## src/exc_pkg.sv

```systemverilog
// Shared constants for the exception dispatch block.
package exc_pkg;
   // ----------------------------------------
   // Event codes
   // ----------------------------------------
   localparam logic [11:0] EVT_POR      = 12'h000;
   localparam logic [11:0] EVT_MANUAL   = 12'h020;
   localparam logic [11:0] EVT_MISS_RD  = 12'h040;
   localparam logic [11:0] EVT_MISS_WR  = 12'h060;
   localparam logic [11:0] EVT_FIRST_WR = 12'h080;
   localparam logic [11:0] EVT_PROT_RD  = 12'h0a0;
   localparam logic [11:0] EVT_PROT_WR  = 12'h0c0;
   localparam logic [11:0] EVT_ADDR_RD  = 12'h0e0;
   localparam logic [11:0] EVT_ADDR_WR  = 12'h100;
   localparam logic [11:0] EVT_TRAP     = 12'h160;
   localparam logic [11:0] EVT_ILL_GEN  = 12'h180;
   localparam logic [11:0] EVT_ILL_SLOT = 12'h1a0;
   localparam logic [11:0] EVT_BREAK    = 12'h1e0;
   localparam logic [11:0] EVT_DMA_ADDR = 12'h5c0;
   // ----------------------------------------
   // Vectors and state word layout
   // ----------------------------------------
   localparam logic [31:0] RESET_PC     = 32'ha000_0000;
   localparam logic [31:0] VEC_MISS     = 32'h0000_0400;
   localparam logic [31:0] VEC_GENERAL  = 32'h0000_0100;
   localparam logic [31:0] USER_LIMIT   = 32'h8000_0000;
   localparam logic [31:0] VBR_RESET    = 32'h0000_0000;
   localparam logic [31:0] SR_RESET     = 32'h7000_00f0;
   localparam int          SR_MD        = 30;
   localparam int          SR_RB        = 29;
   localparam int          SR_BL        = 28;
   localparam int          SR_IMASK_LSB = 4;
   localparam logic [3:0]  IMASK_RESET  = 4'hf;
   localparam int          RC_LSB       = 6;
   localparam int          VPN_LSB      = 10;
   // ----------------------------------------
   // Register offsets (byte addresses)
   // ----------------------------------------
   localparam logic [7:0] OFF_EVT  = 8'h00;
   localparam logic [7:0] OFF_TRA  = 8'h04;
   localparam logic [7:0] OFF_VBR  = 8'h08;
   localparam logic [7:0] OFF_SR   = 8'h0c;
   localparam logic [7:0] OFF_SPC  = 8'h10;
   localparam logic [7:0] OFF_SSR  = 8'h14;
   localparam logic [7:0] OFF_TEA  = 8'h18;
   localparam logic [7:0] OFF_PAGE_ENTRY_HIGH = 8'h1c;
   localparam logic [7:0] OFF_TCTL = 8'h20;
   // ----------------------------------------
   // Instruction classes and access sizes
   // ----------------------------------------
   localparam logic [2:0] CLS_OTHER = 3'h0;
   localparam logic [2:0] CLS_LDC   = 3'h1;
   localparam logic [2:0] CLS_STC   = 3'h2;
   localparam logic [2:0] CLS_RTE   = 3'h3;
   localparam logic [2:0] CLS_LOAD_TRANSLATION_ENTRY_INSTR = 3'h4;
   localparam logic [2:0] CLS_SLEEP = 3'h5;
   localparam logic [2:0] CLS_TRAP  = 3'h6;
   localparam logic [1:0] SZ_BYTE   = 2'h0;
   localparam logic [1:0] SZ_WORD   = 2'h1;
   localparam logic [1:0] SZ_LONG   = 2'h2;
endpackage

```

## src/exception_dispatch.sv

```systemverilog
// Reset and exception dispatch unit with a classic Wishbone register slave.
`timescale 1ns/1ns
// Summary of operation
// - Power-on or debug reset command: code 0x000, init base and state, jump 0xA0000000.
// - Manual reset pin low: code 0x020, init base and state, jump to reset address.
// - Any reset: base zero, privilege, bank and block flags one, mask all ones.
// - Pin resets drive reset indicator low and both state outputs high.
// - Translation faults store fault address, page number bits 31-10, keep space id.
// - Miss: all ways valid increments replace counter, else lowest invalid way.
// - Miss: code 0x040 read or 0x060 write, jump base plus 0x400.
// - Invalid entry: load hit way, code 0x040 or 0x060, jump base plus 0x100.
// - Store to clean page: load hit way, code 0x080, jump base plus 0x100.
// - Enforce the two-bit protection code for privileged and user modes.
// - Protection fault: load hit way, code 0x0A0 or 0x0C0, base plus 0x100.
// - Address error: odd fetch, misaligned word or long, user access at top half.
// - Address error: store fault address, code 0x0E0 or 0x100, base plus 0x100.
// - Trap: return to next instruction, store four times immediate, code 0x160.
// - Undefined or user privileged opcode outside slot: code 0x180, base plus 0x100.
// - Control load/store, return, entry load and sleep are privileged, except global base.
// - Illegal slot instruction: return to delayed branch, code 0x1A0.
// - Break trap: code 0x1E0, next address after, own address before execution.
// - Misaligned DMA access: return to next instruction, code 0x5C0, base plus 0x100.
// - General exception saves counter and state word, sets block, privilege, bank.
// - Exception with block flag set resets core registers and jumps to reset address.
module exception_dispatch
   import exc_pkg::*;
#(
   parameter int ADR_W = 8
) (
   input  wire logic             clk_i,
   input  wire logic             rst_i,
   input  wire logic             power_on_reset_in_n_i,
   input  wire logic             manual_reset_in_n_i,
   input  wire logic             debug_port_reset_i,
   input  wire logic             acc_valid_i,
   input  wire logic [31:0]      acc_addr_i,
   input  wire logic             acc_write_i,
   input  wire logic [1:0]       acc_size_i,
   input  wire logic             acc_fetch_i,
   input  wire logic             acc_xlat_i,
   input  wire logic             tlb_hit_i,
   input  wire logic [1:0]       tlb_hit_way_i,
   input  wire logic             tlb_entry_valid_i,
   input  wire logic             tlb_dirty_i,
   input  wire logic [1:0]       page_protection_i,
   input  wire logic [3:0]       tlb_ways_valid_i,
   input  wire logic             instr_valid_i,
   input  wire logic [15:0]      instr_op_i,
   input  wire logic [2:0]       instr_class_i,
   input  wire logic             instr_gbr_i,
   input  wire logic             instr_pc_write_i,
   input  wire logic             instr_slot_i,
   input  wire logic [31:0]      instr_pc_i,
   input  wire logic [31:0]      instr_next_pc_i,
   input  wire logic [31:0]      slot_branch_pc_i,
   input  wire logic             break_i,
   input  wire logic             break_post_i,
   input  wire logic             dma_valid_i,
   input  wire logic [31:0]      dma_addr_i,
   input  wire logic [1:0]       dma_size_i,
   input  wire logic             wb_cyc_i,
   input  wire logic             wb_stb_i,
   input  wire logic             wb_we_i,
   input  wire logic [ADR_W-1:0] wb_adr_i,
   input  wire logic [3:0]       wb_sel_i,
   input  wire logic [31:0]      wb_dat_i,
   output logic      [31:0]      wb_dat_o,
   output logic                  wb_ack_o,
   output logic                  redirect_o,
   output logic      [31:0]      redirect_pc_o,
   output logic                  cpu_reset_o,
   output logic      [31:0]      cpu_state_word_o,
   output logic                  reset_indicator_out_n_o,
   output logic                  state_out_0_o,
   output logic                  state_out_1_o
);

   // ----------------------------------------
   // State
   // ----------------------------------------
   typedef struct packed {
      logic [2:0]  por_sync;
      logic [2:0]  man_sync;
      logic        por_n;
      logic        man_n;
      logic        in_reset;
      logic [11:0] evt;
      logic [9:0]  trap_immediate_reg;
      logic [31:0] vector_base;
      logic [31:0] sr;
      logic [31:0] saved_return_address;
      logic [31:0] saved_state_word;
      logic [31:0] fault_address_reg;
      logic [31:0] page_entry_high;
      logic [1:0]  rc;
      logic        redirect;
      logic [31:0] target;
      logic        cpu_rst;
      logic        dbl;
      logic        ack;
      logic [31:0] rdat;
   } state_s;

   state_s q;
   state_s d;

   function automatic logic misaligned(input logic [1:0] size, input logic [1:0] lo);
      misaligned = (size == SZ_WORD && lo[0]) || (size == SZ_LONG && lo != 2'h0);
   endfunction

   function automatic logic prot_ok(input logic [1:0] pr, input logic user, input logic wr);
      unique case (pr)
         2'h0:    prot_ok = !user && !wr;
         2'h1:    prot_ok = !user;
         2'h2:    prot_ok = !wr;
         default: prot_ok = 1'b1;
      endcase
   endfunction

   function automatic logic [31:0] merge(input logic [31:0] old, input logic [31:0] nw, input logic [3:0] sel);
      for (int b = 0; b < 4; b++) begin
         merge[8*b +: 8] = sel[b] ? nw[8*b +: 8] : old[8*b +: 8];
      end
   endfunction

   // ----------------------------------------
   // Event detection
   // ----------------------------------------
   logic user_mode;
   logic undef_op;
   logic priv_op;
   logic ill_slot;
   logic ill_gen;
   logic trap_op;
   logic addr_err;
   logic xlat;
   logic tlb_miss;
   logic tlb_inv;
   logic prot_err;
   logic first_wr;
   logic brk;
   logic dma_err;
   logic any_exc;

   assign user_mode = !q.sr[SR_MD];
   assign undef_op  = instr_op_i[15:12] == 4'hf;
   assign priv_op   = (instr_class_i inside {CLS_RTE, CLS_LOAD_TRANSLATION_ENTRY_INSTR, CLS_SLEEP}) ||
                      ((instr_class_i inside {CLS_LDC, CLS_STC}) && !instr_gbr_i);
   assign ill_slot  = instr_valid_i && instr_slot_i &&
                      (undef_op || instr_pc_write_i || (priv_op && user_mode));
   assign ill_gen   = instr_valid_i && !instr_slot_i && (undef_op || (priv_op && user_mode));
   assign trap_op   = instr_valid_i && !instr_slot_i && instr_class_i == CLS_TRAP;
   assign addr_err  = acc_valid_i && ((acc_fetch_i && acc_addr_i[0]) ||
                      misaligned(acc_size_i, acc_addr_i[1:0]) ||
                      (user_mode && acc_addr_i >= USER_LIMIT));
   assign xlat      = acc_valid_i && acc_xlat_i && !addr_err;
   assign tlb_miss  = xlat && !tlb_hit_i;
   assign tlb_inv   = xlat && tlb_hit_i && !tlb_entry_valid_i;
   assign prot_err  = xlat && tlb_hit_i && tlb_entry_valid_i &&
                      !prot_ok(page_protection_i, user_mode, acc_write_i);
   assign first_wr  = xlat && tlb_hit_i && tlb_entry_valid_i && !prot_err && acc_write_i && !tlb_dirty_i;
   // A break is never taken while exceptions are blocked.
   assign brk       = break_i && !q.sr[SR_BL];
   assign dma_err   = dma_valid_i && misaligned(dma_size_i, dma_addr_i[1:0]);
   assign any_exc   = ill_slot || ill_gen || trap_op || addr_err || tlb_miss || tlb_inv ||
                      prot_err || first_wr || brk || dma_err;

   // ----------------------------------------
   // Next state
   // ----------------------------------------
   always_comb begin
      logic [11:0] code;
      logic [31:0] off;
      logic [31:0] ret;
      logic [7:0]  a;
      code = EVT_POR;
      off  = VEC_GENERAL;
      ret  = instr_pc_i;
      a    = 8'(wb_adr_i);
      d          = q;
      d.redirect = 1'b0;
      d.cpu_rst  = 1'b0;
      d.dbl      = 1'b0;
      d.ack      = 1'b0;
      d.por_sync = {q.por_sync[1:0], power_on_reset_in_n_i};
      d.man_sync = {q.man_sync[1:0], manual_reset_in_n_i};
      if (q.por_sync[1] == q.por_sync[2]) begin
         d.por_n = q.por_sync[2];
      end
      if (q.man_sync[1] == q.man_sync[2]) begin
         d.man_n = q.man_sync[2];
      end

      if (wb_cyc_i && wb_stb_i && !q.ack) begin
         d.ack = 1'b1;
         unique case (a)
            OFF_EVT:  d.rdat = {20'h0, q.evt};
            OFF_TRA:  d.rdat = {22'h0, q.trap_immediate_reg};
            OFF_VBR:  d.rdat = q.vector_base;
            OFF_SR:   d.rdat = q.sr;
            OFF_SPC:  d.rdat = q.saved_return_address;
            OFF_SSR:  d.rdat = q.saved_state_word;
            OFF_TEA:  d.rdat = q.fault_address_reg;
            OFF_PAGE_ENTRY_HIGH: d.rdat = q.page_entry_high;
            OFF_TCTL: d.rdat = 32'(q.rc) << RC_LSB;
            default:  d.rdat = 32'h0;
         endcase
         if (wb_we_i) begin
            unique case (a)
               OFF_EVT:  d.evt  = 12'(merge({20'h0, q.evt}, wb_dat_i, wb_sel_i));
               OFF_TRA:  d.trap_immediate_reg  = {8'(merge({22'h0, q.trap_immediate_reg}, wb_dat_i, wb_sel_i) >> 2), 2'h0};
               OFF_VBR:  d.vector_base  = merge(q.vector_base, wb_dat_i, wb_sel_i);
               OFF_SR:   d.sr   = merge(q.sr, wb_dat_i, wb_sel_i);
               OFF_SPC:  d.saved_return_address  = merge(q.saved_return_address, wb_dat_i, wb_sel_i);
               OFF_SSR:  d.saved_state_word  = merge(q.saved_state_word, wb_dat_i, wb_sel_i);
               OFF_TEA:  d.fault_address_reg  = merge(q.fault_address_reg, wb_dat_i, wb_sel_i);
               OFF_PAGE_ENTRY_HIGH: d.page_entry_high = merge(q.page_entry_high, wb_dat_i, wb_sel_i);
               OFF_TCTL: d.rc   = 2'(merge(32'(q.rc) << RC_LSB, wb_dat_i, wb_sel_i) >> RC_LSB);
               default:  d.rdat = 32'h0;
            endcase
         end
      end

      // Hardware updates come after the bus write so an event in the same cycle wins.
      if (any_exc && !q.in_reset) begin
         if (q.sr[SR_BL]) begin
            d.sr       = SR_RESET;
            d.vector_base      = VBR_RESET;
            d.target   = RESET_PC;
            d.redirect = 1'b1;
            d.cpu_rst  = 1'b1;
            d.dbl      = 1'b1;
         end else begin
            if (ill_slot) begin
               code = EVT_ILL_SLOT;
               ret  = slot_branch_pc_i;
            end else if (ill_gen) begin
               code = EVT_ILL_GEN;
            end else if (trap_op) begin
               code  = EVT_TRAP;
               ret   = instr_next_pc_i;
               d.trap_immediate_reg = {instr_op_i[7:0], 2'h0};
            end else if (addr_err) begin
               code  = acc_write_i ? EVT_ADDR_WR : EVT_ADDR_RD;
               d.fault_address_reg = acc_addr_i;
            end else if (tlb_miss || tlb_inv || prot_err || first_wr) begin
               d.fault_address_reg = acc_addr_i;
               d.page_entry_high[31:VPN_LSB] = acc_addr_i[31:VPN_LSB];
               if (tlb_miss) begin
                  code = acc_write_i ? EVT_MISS_WR : EVT_MISS_RD;
                  off  = VEC_MISS;
                  if (&tlb_ways_valid_i) begin
                     d.rc = q.rc + 2'h1;
                  end else begin
                     for (int w = 3; w >= 0; w--) begin
                        if (!tlb_ways_valid_i[w]) begin
                           d.rc = 2'(w);
                        end
                     end
                  end
               end else begin
                  d.rc = tlb_hit_way_i;
                  if (tlb_inv) begin
                     code = acc_write_i ? EVT_MISS_WR : EVT_MISS_RD;
                  end else if (prot_err) begin
                     code = acc_write_i ? EVT_PROT_WR : EVT_PROT_RD;
                  end else begin
                     code = EVT_FIRST_WR;
                  end
               end
            end else if (brk) begin
               code = EVT_BREAK;
               ret  = break_post_i ? instr_next_pc_i : instr_pc_i;
            end else begin
               code = EVT_DMA_ADDR;
               ret  = instr_next_pc_i;
            end
            d.evt      = code;
            d.saved_return_address      = ret;
            d.saved_state_word      = q.sr;
            d.sr       = q.sr | (32'h1 << SR_BL) | (32'h1 << SR_MD) | (32'h1 << SR_RB);
            d.target   = q.vector_base + off;
            d.redirect = 1'b1;
         end
      end

      if (!q.por_n || !q.man_n) begin
         // Held in reset: pin resets keep code, base, state word, fault and page registers and counter initialised until release.
         d.in_reset = 1'b1;
         d.evt      = q.por_n ? EVT_MANUAL : EVT_POR;
         d.vector_base      = VBR_RESET;
         d.sr       = SR_RESET;
         d.fault_address_reg      = 32'h0;
         d.page_entry_high     = 32'h0;
         d.rc       = 2'h0;
         d.redirect = 1'b0;
         d.cpu_rst  = 1'b1;
         d.dbl      = 1'b0;
      end else if (q.in_reset) begin
         d.in_reset = 1'b0;
         d.redirect = 1'b1;
         d.target   = RESET_PC;
      end else if (debug_port_reset_i) begin
         d.evt      = EVT_POR;
         d.vector_base      = VBR_RESET;
         d.sr       = SR_RESET;
         d.target   = RESET_PC;
         d.redirect = 1'b1;
         d.cpu_rst  = 1'b1;
         d.dbl      = 1'b0;
      end
   end

   // The global reset behaves as a power-on reset held until release.
   always_ff @(posedge clk_i) begin
      if (rst_i) begin
         q          <= '0;
         q.por_sync <= 3'h7;
         q.man_sync <= 3'h7;
         q.por_n    <= 1'b1;
         q.man_n    <= 1'b1;
         q.in_reset <= 1'b1;
         q.sr       <= SR_RESET;
         q.cpu_rst  <= 1'b1;
      end else begin
         q <= d;
      end
   end

   // ----------------------------------------
   // Outputs
   // ----------------------------------------
   assign wb_dat_o                = q.rdat;
   assign wb_ack_o                = q.ack;
   assign redirect_o              = q.redirect;
   assign redirect_pc_o           = q.target;
   assign cpu_reset_o             = q.cpu_rst;
   assign cpu_state_word_o        = q.sr;
   assign reset_indicator_out_n_o = !q.in_reset;
   assign state_out_0_o           = q.in_reset || q.dbl;
   assign state_out_1_o           = q.in_reset || q.dbl;

   logic gen_ok;
   assign gen_ok = any_exc && !q.in_reset && !q.sr[SR_BL] && q.por_n && q.man_n && !debug_port_reset_i;
endmodule // exception_dispatch

```

## config.mk

```make
export PLATFORM = sky130hd
export DESIGN_NAME = exception_dispatch
export DESIGN_NICKNAME = d
export VERILOG_FILES = /design/src/exc_pkg.sv /design/src/exception_dispatch.sv
export SDC_FILE = /design/constraint.sdc
export NUM_CORES = 1
export LEC_CHECK = 0
export ABC_CLOCK_PERIOD_IN_PS = 9490
export BUFFER_PORTS_ARGS = -buffer_cell sky130_fd_sc_hd__buf_4
export CELL_PAD_IN_SITES_DETAIL_PLACEMENT = 1
export CELL_PAD_IN_SITES_GLOBAL_PLACEMENT = 2
export CORE_AREA = 2 2 216 218
export CTS_BUF_LIST = sky130_fd_sc_hd__clkbuf_8 sky130_fd_sc_hd__clkbuf_16
export DETAILED_ROUTE_END_ITERATION = 8
export DIE_AREA = 0 0 218 220
export PLACE_DENSITY = 0.82
export SYNTH_ARGS = -nofsm -noshare
export SYNTH_HDL_FRONTEND = slang
export SYNTH_SLANG_ARGS = --single-unit
```

## constraint.sdc

```tcl
create_clock -name clk_i -period 9.49 [get_ports clk_i]
set_input_delay 0.4745 -clock clk_i [delete_from_list [all_inputs] [get_ports clk_i]]
set_output_delay 0.4745 -clock clk_i [all_outputs]
set_load 0.05 [all_outputs]
```

==> impl_metrics.env, run 1 <==
export IMPL_cts_root_buffer="clkbuf_16"
export IMPL_relSlewSlack=0.219
export IMPL_p_int_w=0.00208
export IMPL_grt_pass1_wl_um=92600
export IMPL_path_clk_slew_ns=0.06
export IMPL_fin_util=0.406
export IMPL_ys_seq_elements=293
export IMPL_synth_top_area_share=0.381
export IMPL_grt_pass1_vias=14700
export IMPL_fin_hold_ws_ns=0.128
export IMPL_cts_tree="yes"
export IMPL_hold_viol=0
export IMPL_core_area_um2=45900
export IMPL_combPwrFrac=0.084
export IMPL_yosys_area_share_simple=0.182
export IMPL_yosysSeqAreaShare=0.381
export IMPL_grt_max_degree=103
export IMPL_cts_setup_buffers=0
export IMPL_yosysTopAreaCell="dfxtp_1"
export IMPL_arrival_ns=4.71
export IMPL_cap_violations=0
export IMPL_die_x_um=218
export IMPL_drtPass1Iterations=7
export IMPL_grt_ovfl_total=0
export IMPL_synth_edf_count=0
export IMPL_ir_worst_vdd_uv=90.9
export IMPL_synth_warning_count=0
export IMPL_wl_per_cell_um=23.4
export IMPL_viasPerCell=5.55
export IMPL_layout_commonest_cell="buf_4"
export IMPL_drv_slew=0
export IMPL_cp_data_required_time_ns=9.93
export IMPL_drtIter0Drc=1090
export IMPL_antenna_found_initial=8
export IMPL_fin_tns_setup_ns=0
export IMPL_wl_um=62200
export IMPL_async_flop_share=0
export IMPL_setup_worst_path_end_class="flop"
export IMPL_synth_area_um2=15400
export IMPL_most_common_layout_cells="347 x buf_4, 293 x dfxtp_1, 279 x nand2_1, 182 x nor2_1, 145 x a21oi_1"
export IMPL_synth_area_top_cells="dfxtp_1 38%, mux2i_1 8.8%, nand2_1 6.8%"
export IMPL_syn_inst=1866
export IMPL_instances_no_fill=2654
export IMPL_tightest_slew_ns=1.17
export IMPL_min_period_ns=4.27
export IMPL_switchingPower_w=0.000681
export IMPL_cp_startpoint="cpu_state_word_o[30]$_SDFF_PP1_"
export IMPL_max_freq_mhz=234
export IMPL_post_cts_resized=0
export IMPL_hpwl_um=46000
export IMPL_ant_nets=0
export IMPL_area_growth_pct=21.0
export IMPL_h_tree_depth=2
export IMPL_clock_skew_ns=0.0194
export IMPL_clkSinkCount=293
export IMPL_ff2ff_setup_slack_ns=5.22
export IMPL_hold_path_class="primary input to flop"
export IMPL_die_area_um2=48000
export IMPL_synthFlopType="dfxtp_1"
export IMPL_power_density_nw_per_um2=148
export IMPL_drive_gt1_frac=0.235
export IMPL_yosysUniqueCellTypes=69
export IMPL_synth_fp_nets=2126
export IMPL_grtUsageTotal=0.253
export IMPL_drc=0
export IMPL_ctsHoldBuffers=0
export IMPL_synth_avg_cell_area_um2=8.25
export IMPL_status="finished clean"
export IMPL_clock_latency_ns=0.53
export IMPL_io_pins=359
export IMPL_cts_made_buffers=34
export IMPL_worstSetupPathType="flop to flop"
export IMPL_hold_start="manual_reset_in_n_i"
export IMPL_p_total_w=0.00276
export IMPL_synth_compound_area_frac=0.220
export IMPL_period_share=0.450
export IMPL_cp_start_kind="flop"
export IMPL_p_sw_frac=0.247
export IMPL_rr_startpoint="cpu_state_word_o[30]$_SDFF_PP1_"
export IMPL_muxShareOfSynthArea=0.114
export IMPL_setup_violations_final=0
export IMPL_fp_dieH_um=220
export IMPL_synth_top_family_by_area="compound AO/OA/AOI/OAI gates"
export IMPL_clock_tree_buffer_depth=3
export IMPL_num_rows=79
export IMPL_final_nets=2277
export IMPL_p_leak_nw=6.82
export IMPL_numPortBuffers=324
export IMPL_vias=14700
export IMPL_synthAdderAreaFrac=0.00244
export IMPL_seq_power_share=0.447
export IMPL_rsz0062_at_grt="no"
export IMPL_p_clk_frac=0.469
export IMPL_dp_cells=2588
export IMPL_cp_max_fo=8
export IMPL_start_util=0.335
export IMPL_routabilityCongestion=0.873
export IMPL_synth_xor_area_frac=0.0131
[critical path, stage by stage (launching register included)]
cell and delay, ns:
dfxtp_1 0.68, o32ai_1 0.31, or2_2 0.39, or3_1 0.56, nand2b_1 0.31, inv_1 0.09, ha_1 0.17, a21oi_1 0.14
nor4b_2 0.71, nand4_1 0.19, xor2_1 0.18, or3_1 0.31, a21oi_1 0.14
[registers in the layout, indices dropped and copies added, names as in the netlist]
signal and flops:
q 190, cpu_state_word_o 32, redirect_pc_o 32, wb_dat_o 32, d 4, cpu_reset_o 1, redirect_o 1, wb_ack_o 1
[path summary, 6_finish.rpt]
path	end	cells past startpoint
max	redirect_pc_o[30]$_SDFF_PP0_	12
min reg2reg	d[292]$_SDFF_PP1_	1
max reg2reg	redirect_pc_o[30]$_SDFF_PP0_	12
min	d[288]$_SDFF_PP1_	2
[area by class of cell]
class	instances	area, um^2
Antenna cell	6	15.0
Fill cell	5509	27300
Inverter	6	22.5
Clock inverter	17	103
Timing Repair Buffer	347	2610
Clock buffer	43	986
Multi-Input combinational cell	1335	8260
Sequential cell	293	5870
Tap cell	607	759
[logic make-up after synthesis]
kind of cell	after synthesis
compound gates	500
xor+xnor	23
fa+ha+maj	3
buf+inv	238
flops	293
mux	171
simple gates	638
[power groups by stage]
stage          sequential [W]  combinational, W  clock (W)
2_1_floorplan         0.00126         0.0000951          0
3_3_place_gp          0.00126          0.000227          0
3_5_place_dp          0.00126          0.000230          0
4_1_cts               0.00123          0.000231    0.00132
5_1_grt               0.00123          0.000245    0.00136
6_report              0.00123          0.000231    0.00130
[synthesized netlist by cell type (8+ instances only)]
cell type / n
a22oi_1: 63
nand4_1: 8
mux2i_1: 136
nor3b_1: 9
mux2_2: 35
a311oi_1: 32
a22o_1: 18
nand3_1: 55
clkbuf_1: 80
nor2_2: 8
a21oi_1: 145
a21o_1: 32
buf_2: 38
or2_2: 13
dfxtp_1: 293
o21ai_0: 78
nand3b_1: 9
nor3_1: 18
xnor2_1: 9
nor2_1: 188
buf_4: 106
nand2_1: 280
a211oi_1: 68
a222oi_1: 16
or3_1: 8
xor2_1: 14
and3_1: 11
[metal layers]
metal,track usage,vias up,share of wire
met5,0,-,0.00055
met4,0.0655,4,0.021
met3,0.0529,81,0.078
met2,0.386,556,0.44
met1,0.359,7191,0.47
li1,-,6885,-
[per-stage QoR]
step | setup slack, ns | instance area [um^2]
3_5_place_dp | 5.23 | 17500
6_report | 5.22 | 18600
5_1_grt | 5.04 | 18600
2_1_floorplan | 6.07 | 15400
4_1_cts | 5.23 | 18600
3_3_place_gp | 5.30 | 17500
Power figures use the tool's default switching activity.
==> inputs of run 2 (changes only) <==
ABC_AREA = 1   (was unset)
ABC_CLOCK_PERIOD_IN_PS = 3600   (was 9490)
CORE_AREA = 2 2 248 250   (was 2 2 216 218)
DIE_AREA = 0 0 250 252   (was 0 0 218 220)
PLACE_DENSITY = 0.74   (was 0.82)
clock period = 3.6 ns   (was 9.49 ns; I/O delays follow)
==> run 2 against run 1 <==
Compared with the run above:
- final area up 13%
- routed wire length up 26%
- synthesized cell count up 29%
- critical path depth up 8
- combinational power rose to 3.8 times the previous value
- largest power group unchanged
==> impl_metrics.env, run 2 <==
export IMPL_yosysSeqAreaShare=0.363
export IMPL_synth_warning_count=0
export IMPL_h_tree_depth=2
export IMPL_wl_um=78600
export IMPL_cpLargestDelayFamily="simple AND/OR/NAND/NOR gates"
export IMPL_setup_violations_final=0
export IMPL_grt_pass1_vias=17900
export IMPL_p_total_w=0.00802
export IMPL_numPortBuffers=324
export IMPL_grt_max_degree=69
export IMPL_vias=17800
export IMPL_synth_top_area_share=0.363
export IMPL_p_clk_frac=0.483
export IMPL_cp_data_required_time_ns=4.07
export IMPL_hold_viol=0
export IMPL_area_growth_pct=30.4
export IMPL_tightest_slew_ns=1.08
export IMPL_ant_nets=0
export IMPL_max_freq_mhz=310
export IMPL_yosysUniqueCellTypes=54
export IMPL_drive_gt1_frac=0.191
export IMPL_largest_reg_flops=190
export IMPL_final_nets=2973
export IMPL_viasPerCell=5.04
export IMPL_ir_worst_vdd_uv=246
export IMPL_yosysTopAreaCell="dfxtp_1"
export IMPL_synthFlopType="dfxtp_1"
export IMPL_num_rows=90
export IMPL_routabilityCongestion=0.867
export IMPL_cp_max_fo=4
export IMPL_async_flop_share=0
export IMPL_cp_start_kind="flop"
export IMPL_min_period_ns=3.22
export IMPL_layout_commonest_cell="nand2_1"
export IMPL_die_area_um2=63000
export IMPL_synth_most_common_cell="nand2_1"
export IMPL_clkSinkCount=293
export IMPL_cpMaxStageDelayCell="dfxtp_1"
export IMPL_clock_tree_buffer_depth=3
export IMPL_hold_path_class="primary input to flop"
export IMPL_grt_ovfl_total=0
export IMPL_drc=0
export IMPL_fp_dieH_um=252
export IMPL_synth_area_top_cells="dfxtp_1 36%, nand2_1 13%, o21ai_0 7.5%"
export IMPL_hpwl_um=59300
export IMPL_seq_power_share=0.409
export IMPL_io_pins=359
export IMPL_start_util=0.269
export IMPL_period_share=0.896
export IMPL_status="finished clean"
export IMPL_most_common_layout_cells="553 x nand2_1, 385 x buf_4, 293 x dfxtp_1, 278 x nor2_1, 243 x o21ai_0"
export IMPL_cts_tree="yes"
export IMPL_p_sw_frac=0.261
export IMPL_top_register="q"
export IMPL_critPathBufInv=3
export IMPL_combPwrFrac=0.108
export IMPL_clock_skew_ns=0.0270
export IMPL_rsz0062_at_grt="no"
export IMPL_switchingPower_w=0.00210
export IMPL_fin_hold_ws_ns=0.0211
export IMPL_die_x_um=250
export IMPL_drtIter0Drc=1400
export IMPL_worstSetupPathType="flop to flop"
export IMPL_drtPass1Iterations=5
export IMPL_arrival_ns=3.69
export IMPL_synth_area_um2=16200
export IMPL_cts_setup_buffers=0
export IMPL_ys_seq_elements=293
export IMPL_grtUsageTotal=0.244
export IMPL_slowest_delay_ns=0.31
export IMPL_p_int_w=0.00592
export IMPL_wl_per_cell_um=22.3
export IMPL_syn_inst=2405
export IMPL_path_clk_slew_ns=0.06
export IMPL_setup_worst_path_end_class="flop"
export IMPL_antenna_found_initial=5
export IMPL_drv_slew=0
export IMPL_cap_violations=0
export IMPL_cts_made_buffers=36
export IMPL_synth_edf_count=0
export IMPL_power_density_nw_per_um2=381
export IMPL_relSlewSlack=0.281
export IMPL_cts_root_buffer="clkbuf_16"
export IMPL_clock_latency_ns=0.56
export IMPL_synth_common_cells="554 x nand2_1, 293 x dfxtp_1, 279 x nor2_1"
export IMPL_synth_avg_cell_area_um2=6.72
export IMPL_synth_fp_nets=2665
export IMPL_p_leak_nw=8.99
export IMPL_grt_pass1_wl_um=116000
export IMPL_worstPathCellList="buf_4 -> a21oi_1 -> nand2_2 -> nand2_1 -> nand2_4 -> nand2_2 -> nor2_4 -> nand2_2 -> inv_1 -> ha_1 -> nand2_1 -> o21ai_0 -> nand2_1 -> nor2_1 -> nand3_1 -> buf_4 -> nor3_1 -> xor2_1 -> or2_1 -> a21oi_1"
export IMPL_core_area_um2=60100
export IMPL_fin_tns_setup_ns=0
-- run 2: changes by cell type after synthesis, sizes merged, moves of 35 or more --
cell   change
a22oi     -64
nand2    +283
o21ai    +177
nor2      +93
inv      +200
mux2      -35
mux2i    -127
a21oi     +75
-- run 2: cell families after synthesis --
logic type / share of synthesized area
AO/OA/AOI/OAI: 0.215
XOR/XNOR: 0.00488
adder cells (fa/ha/maj): 0.00232
buffers and inverters: 0.130
flip-flops: 0.363
multiplexers: 0.00558
AND/OR/NAND/NOR: 0.279
-- run 2: layout make-up --
type                            instances  area (um^2)
Clock buffer                           44         1030
Inverter                              209          785
Fill cell                            7561        39100
Tap cell                              782          978
Multi-Input combinational cell       1678         8200
Clock inverter                         18          196
Sequential cell                       293         5870
Antenna cell                            2         5.00
Timing Repair Buffer                  495         4000
-- run 2: final timing paths --
kind | start | to | slack [ns] | cells after the start
min | instr_next_pc_i[27] | q[193]$_SDFF_PP0_ | 0.02 | 5
min reg2reg | d[288]$_SDFF_PP1_ | d[289]$_SDFF_PP1_ | 0.43 | 1
max | cpu_state_word_o[30]$_SDFF_PP1_ | redirect_pc_o[23]$_SDFF_PP0_ | 0.38 | 20
max reg2reg | cpu_state_word_o[30]$_SDFF_PP1_ | redirect_pc_o[23]$_SDFF_PP0_ | 0.38 | 20
-- run 2: layer usage --
| layer | vias to the layer above | GRT usage | part of all wire |
|---|---|---|---|
| li1 | 8487 | - | - |
| met1 | 8564 | 0.357 | 0.48 |
| met2 | 603 | 0.367 | 0.42 |
| met3 | 102 | 0.0402 | 0.065 |
| met4 | 6 | 0.0679 | 0.026 |
| met5 | - | 0 | 0.00045 |
-- run 2: timing repair --
action | 4_1_cts | 5_1_grt
setup endpoints to repair | 0 | 5
endpoints found under the hold margin | 136 | 0
gates resized for setup | 0 | 2
hold buffers | 109 | 0
-- run 2: worst reg2reg max path: stages (launching register included) --
cell	delay, ns
dfxtp_1	0.31
buf_4	0.17
a21oi_1	0.16
nand2_2	0.09
nand2_1	0.11
nand2_4	0.06
nand2_2	0.09
nor2_4	0.06
nand2_2	0.18
inv_1	0.08
ha_1	0.30
nand2_1	0.08
o21ai_0	0.26
nand2_1	0.13
nor2_1	0.15
nand3_1	0.14
buf_4	0.18
nor3_1	0.17
xor2_1	0.09
or2_1	0.22
a21oi_1	0.12
-- run 2: power by group through the flow --
stage	logic (W)	registers (W)	clock network, W
3_5_place_dp	0.000776	0.00335	0
6_report	0.000868	0.00328	0.00387
5_1_grt	0.000931	0.00328	0.00407
2_1_floorplan	0.000361	0.00335	0
4_1_cts	0.000867	0.00328	0.00394
3_3_place_gp	0.000769	0.00335	0
-- run 2: through the flow --
stage / worst slack, ns / cell area, um^2 / utilization / instances
final: 0.376 / 21100 / 0.350 / 3521
after global routing: 0.0722 / 21100 / 0.350 / 3519
after CTS: 0.244 / 21100 / 0.350 / 3519
after detailed placement: 0.263 / 18700 / 0.312 / 3348
after global placement: 0.390 / 18700 / 0.312 / 3348
after floorplan: 0.956 / 16200 / - / 2405
==> inputs of run 3 (changes only) <==
PLACE_DENSITY = unset   (was 0.74)
PLACE_DENSITY_LB_ADDON = 0.05   (was unset)
==> run 3 against run 2 <==
Compared with the run above:
- sequential share of layout area down 0.25 points
- global-route usage is 0.56 points higher
- flip-flop and latch count unchanged
- critical endpoint is now redirect_pc_o[26]$_SDFF_PP0_
==> impl_metrics.env, run 3 (synthesis gave the netlist of run 2 again) <==
export IMPL_status="finished clean"
export IMPL_worstSetupPathType="flop to flop"
export IMPL_largest_reg_flops=190
export IMPL_rsz0062_at_grt="no"
export IMPL_cts_made_buffers=38
export IMPL_cts_root_buffer="clkbuf_16"
export IMPL_p_clk_frac=0.485
export IMPL_grtUsageTotal=0.250
export IMPL_cp_start_kind="flop"
export IMPL_die_area_um2=63000
export IMPL_ant_nets=0
export IMPL_clkSinkCount=293
export IMPL_hold_viol=0
export IMPL_relSlewSlack=0.294
export IMPL_drtPass1Iterations=5
export IMPL_drtIter0Drc=1219
export IMPL_wl_per_cell_um=22.4
export IMPL_grt_pass1_vias=17700
export IMPL_worstPathCellList="buf_4 -> a21oi_1 -> nand2_2 -> nand2_1 -> nand2_4 -> nand2_2 -> nor2_4 -> nand2_1 -> buf_4 -> ha_1 -> ha_1 -> nand2_1 -> a21oi_2 -> nand2_1 -> nor3_4 -> nand4_1 -> nor3_1 -> nor2_1 -> o21ai_0 -> a21oi_1"
export IMPL_io_pins=359
export IMPL_p_leak_nw=9.14
export IMPL_cp_max_fo=9
export IMPL_fillers=7550
export IMPL_pre_cts_ws_ns=0.247
export IMPL_fin_tns_setup_ns=0
export IMPL_p_sw_frac=0.263
export IMPL_clock_tree_buffer_depth=3
export IMPL_routabilityCongestion=0.874
export IMPL_cp_common_cell="nand2_1"
export IMPL_combPwrFrac=0.107
export IMPL_fin_ws_ns=0.355
export IMPL_hpwl_um=60300
export IMPL_clock_skew_ns=0.0108
export IMPL_antenna_found_initial=4
export IMPL_core_area_um2=60100
export IMPL_path_clk_slew_ns=0.06
export IMPL_tightest_slew_ns=1.06
export IMPL_switchingPower_w=0.00211
export IMPL_most_common_layout_cells="554 x nand2_1, 390 x buf_4, 293 x dfxtp_1, 279 x nor2_1, 242 x o21ai_0"
export IMPL_h_tree_depth=2
export IMPL_area_growth_pct=31.6
export IMPL_cpMaxStageDelayCell="dfxtp_1"
export IMPL_cts_setup_buffers=0
export IMPL_layout_commonest_cell="nand2_1"
export IMPL_post_route_cell_area_um2=21300
export IMPL_die_x_um=250
export IMPL_cap_violations=0
export IMPL_min_period_ns=3.24
export IMPL_slowest_delay_ns=0.32
export IMPL_fin_hold_ws_ns=0.0232
export IMPL_start_util=0.269
export IMPL_max_freq_mhz=308
export IMPL_grt_max_degree=69
export IMPL_period_share=0.901
export IMPL_arrival_ns=3.64
export IMPL_cp_data_required_time_ns=3.99
export IMPL_post_dp_cell_area_um2=18800
export IMPL_numPortBuffers=324
export IMPL_setup_worst_path_end_class="flop"
export IMPL_wl_um=79300
export IMPL_ir_worst_vdd_uv=272
export IMPL_grt_pass1_wl_um=118000
export IMPL_final_nets=2990
export IMPL_setup_violations_final=0
export IMPL_hold_path_class="primary input to flop"
export IMPL_vias=17600
export IMPL_drv_slew=0
export IMPL_num_rows=90
export IMPL_viasPerCell=4.96
export IMPL_cts_tree="yes"
export IMPL_power_density_nw_per_um2=378
export IMPL_p_int_w=0.00593
export IMPL_grt_ovfl_total=0
export IMPL_top_register="q"
export IMPL_drive_gt1_frac=0.192
export IMPL_seq_power_share=0.407
export IMPL_drc=0
export IMPL_fp_dieH_um=252
export IMPL_clock_latency_ns=0.56
run 3: cell count changes in the layout (fill, tap and decap cells not counted), moves of 4 or more:
cell,before,now
buf_4,385,390
clkinv_2,6,2
inv_1,199,203
clkbuf_8,6,11
dlygate4sd3_1,109,117
run 3: critical path: cells and delay by family, from the launching register on:
kind                       cells  cell delay, ns
DFF                            1            0.32
adders and majority gates      2            0.42
AOI/OAI and AO/OA              4            0.51
buffers and inverters          2            0.33
and+or+nand+nor               12            1.50
run 3: power by group through the flow:
stage	Clock, W	Combinational (W)	Sequential (W)
2_1_floorplan	0	0.000361	0.00335
3_3_place_gp	0	0.000771	0.00335
3_5_place_dp	0	0.000776	0.00335
4_1_cts	0.00400	0.000864	0.00328
5_1_grt	0.00413	0.000932	0.00328
6_report	0.00391	0.000862	0.00328
run 3: routing by layer:
layer / global-route usage / vias up / wire, um
met5: 0 / - / 23
met2: 0.358 / 494 / 32000
met4: 0.0510 / 4 / 1390
met3: 0.0534 / 70 / 5330
li1: - / 8529 / -
met1: 0.379 / 8454 / 40600
run 3: cell type report:
class                   count  area [um^2]  area share
inverters                 209          785      0.0369
flip-flops and latches    293         5870       0.276
repair buffers            510         4160       0.196
multi-input cells        1678         8210       0.386
diodes                      2         5.00    0.000235
clock buffers              50         1130      0.0530
well taps                 782          978      0.0460
clock inverters            17          128     0.00600
run 3: final timing paths:
check                             startpoint  slack [ns]  cells after the start                            to
min                         tlb_hit_way_i[1]        0.02                      5              q[69]$_SDFF_PP0_
max          cpu_state_word_o[30]$_SDFF_PP1_        0.36                     20  redirect_pc_o[26]$_SDFF_PP0_
min reg2reg                d[291]$_SDFF_PP1_        0.41                      1             d[292]$_SDFF_PP1_
max reg2reg  cpu_state_word_o[30]$_SDFF_PP1_        0.36                     20  redirect_pc_o[26]$_SDFF_PP0_
run 3: metrics by stage:
step | power (W) | utilization | cells
after floorplan | 0.00371 | - | 2405
after global placement | 0.00412 | 0.313 | 3355
after detailed placement | 0.00413 | 0.313 | 3355
after CTS | 0.00814 | 0.353 | 3539
after global routing | 0.00834 | 0.353 | 3540
final | 0.00805 | 0.354 | 3541
run 3: timing repair:
item | in CTS | in global routing
hold endpoints to repair | 135 | 0
gates resized for setup | 0 | 3
hold buffers | 117 | 0
endpoints found under the setup margin | 0 | 5
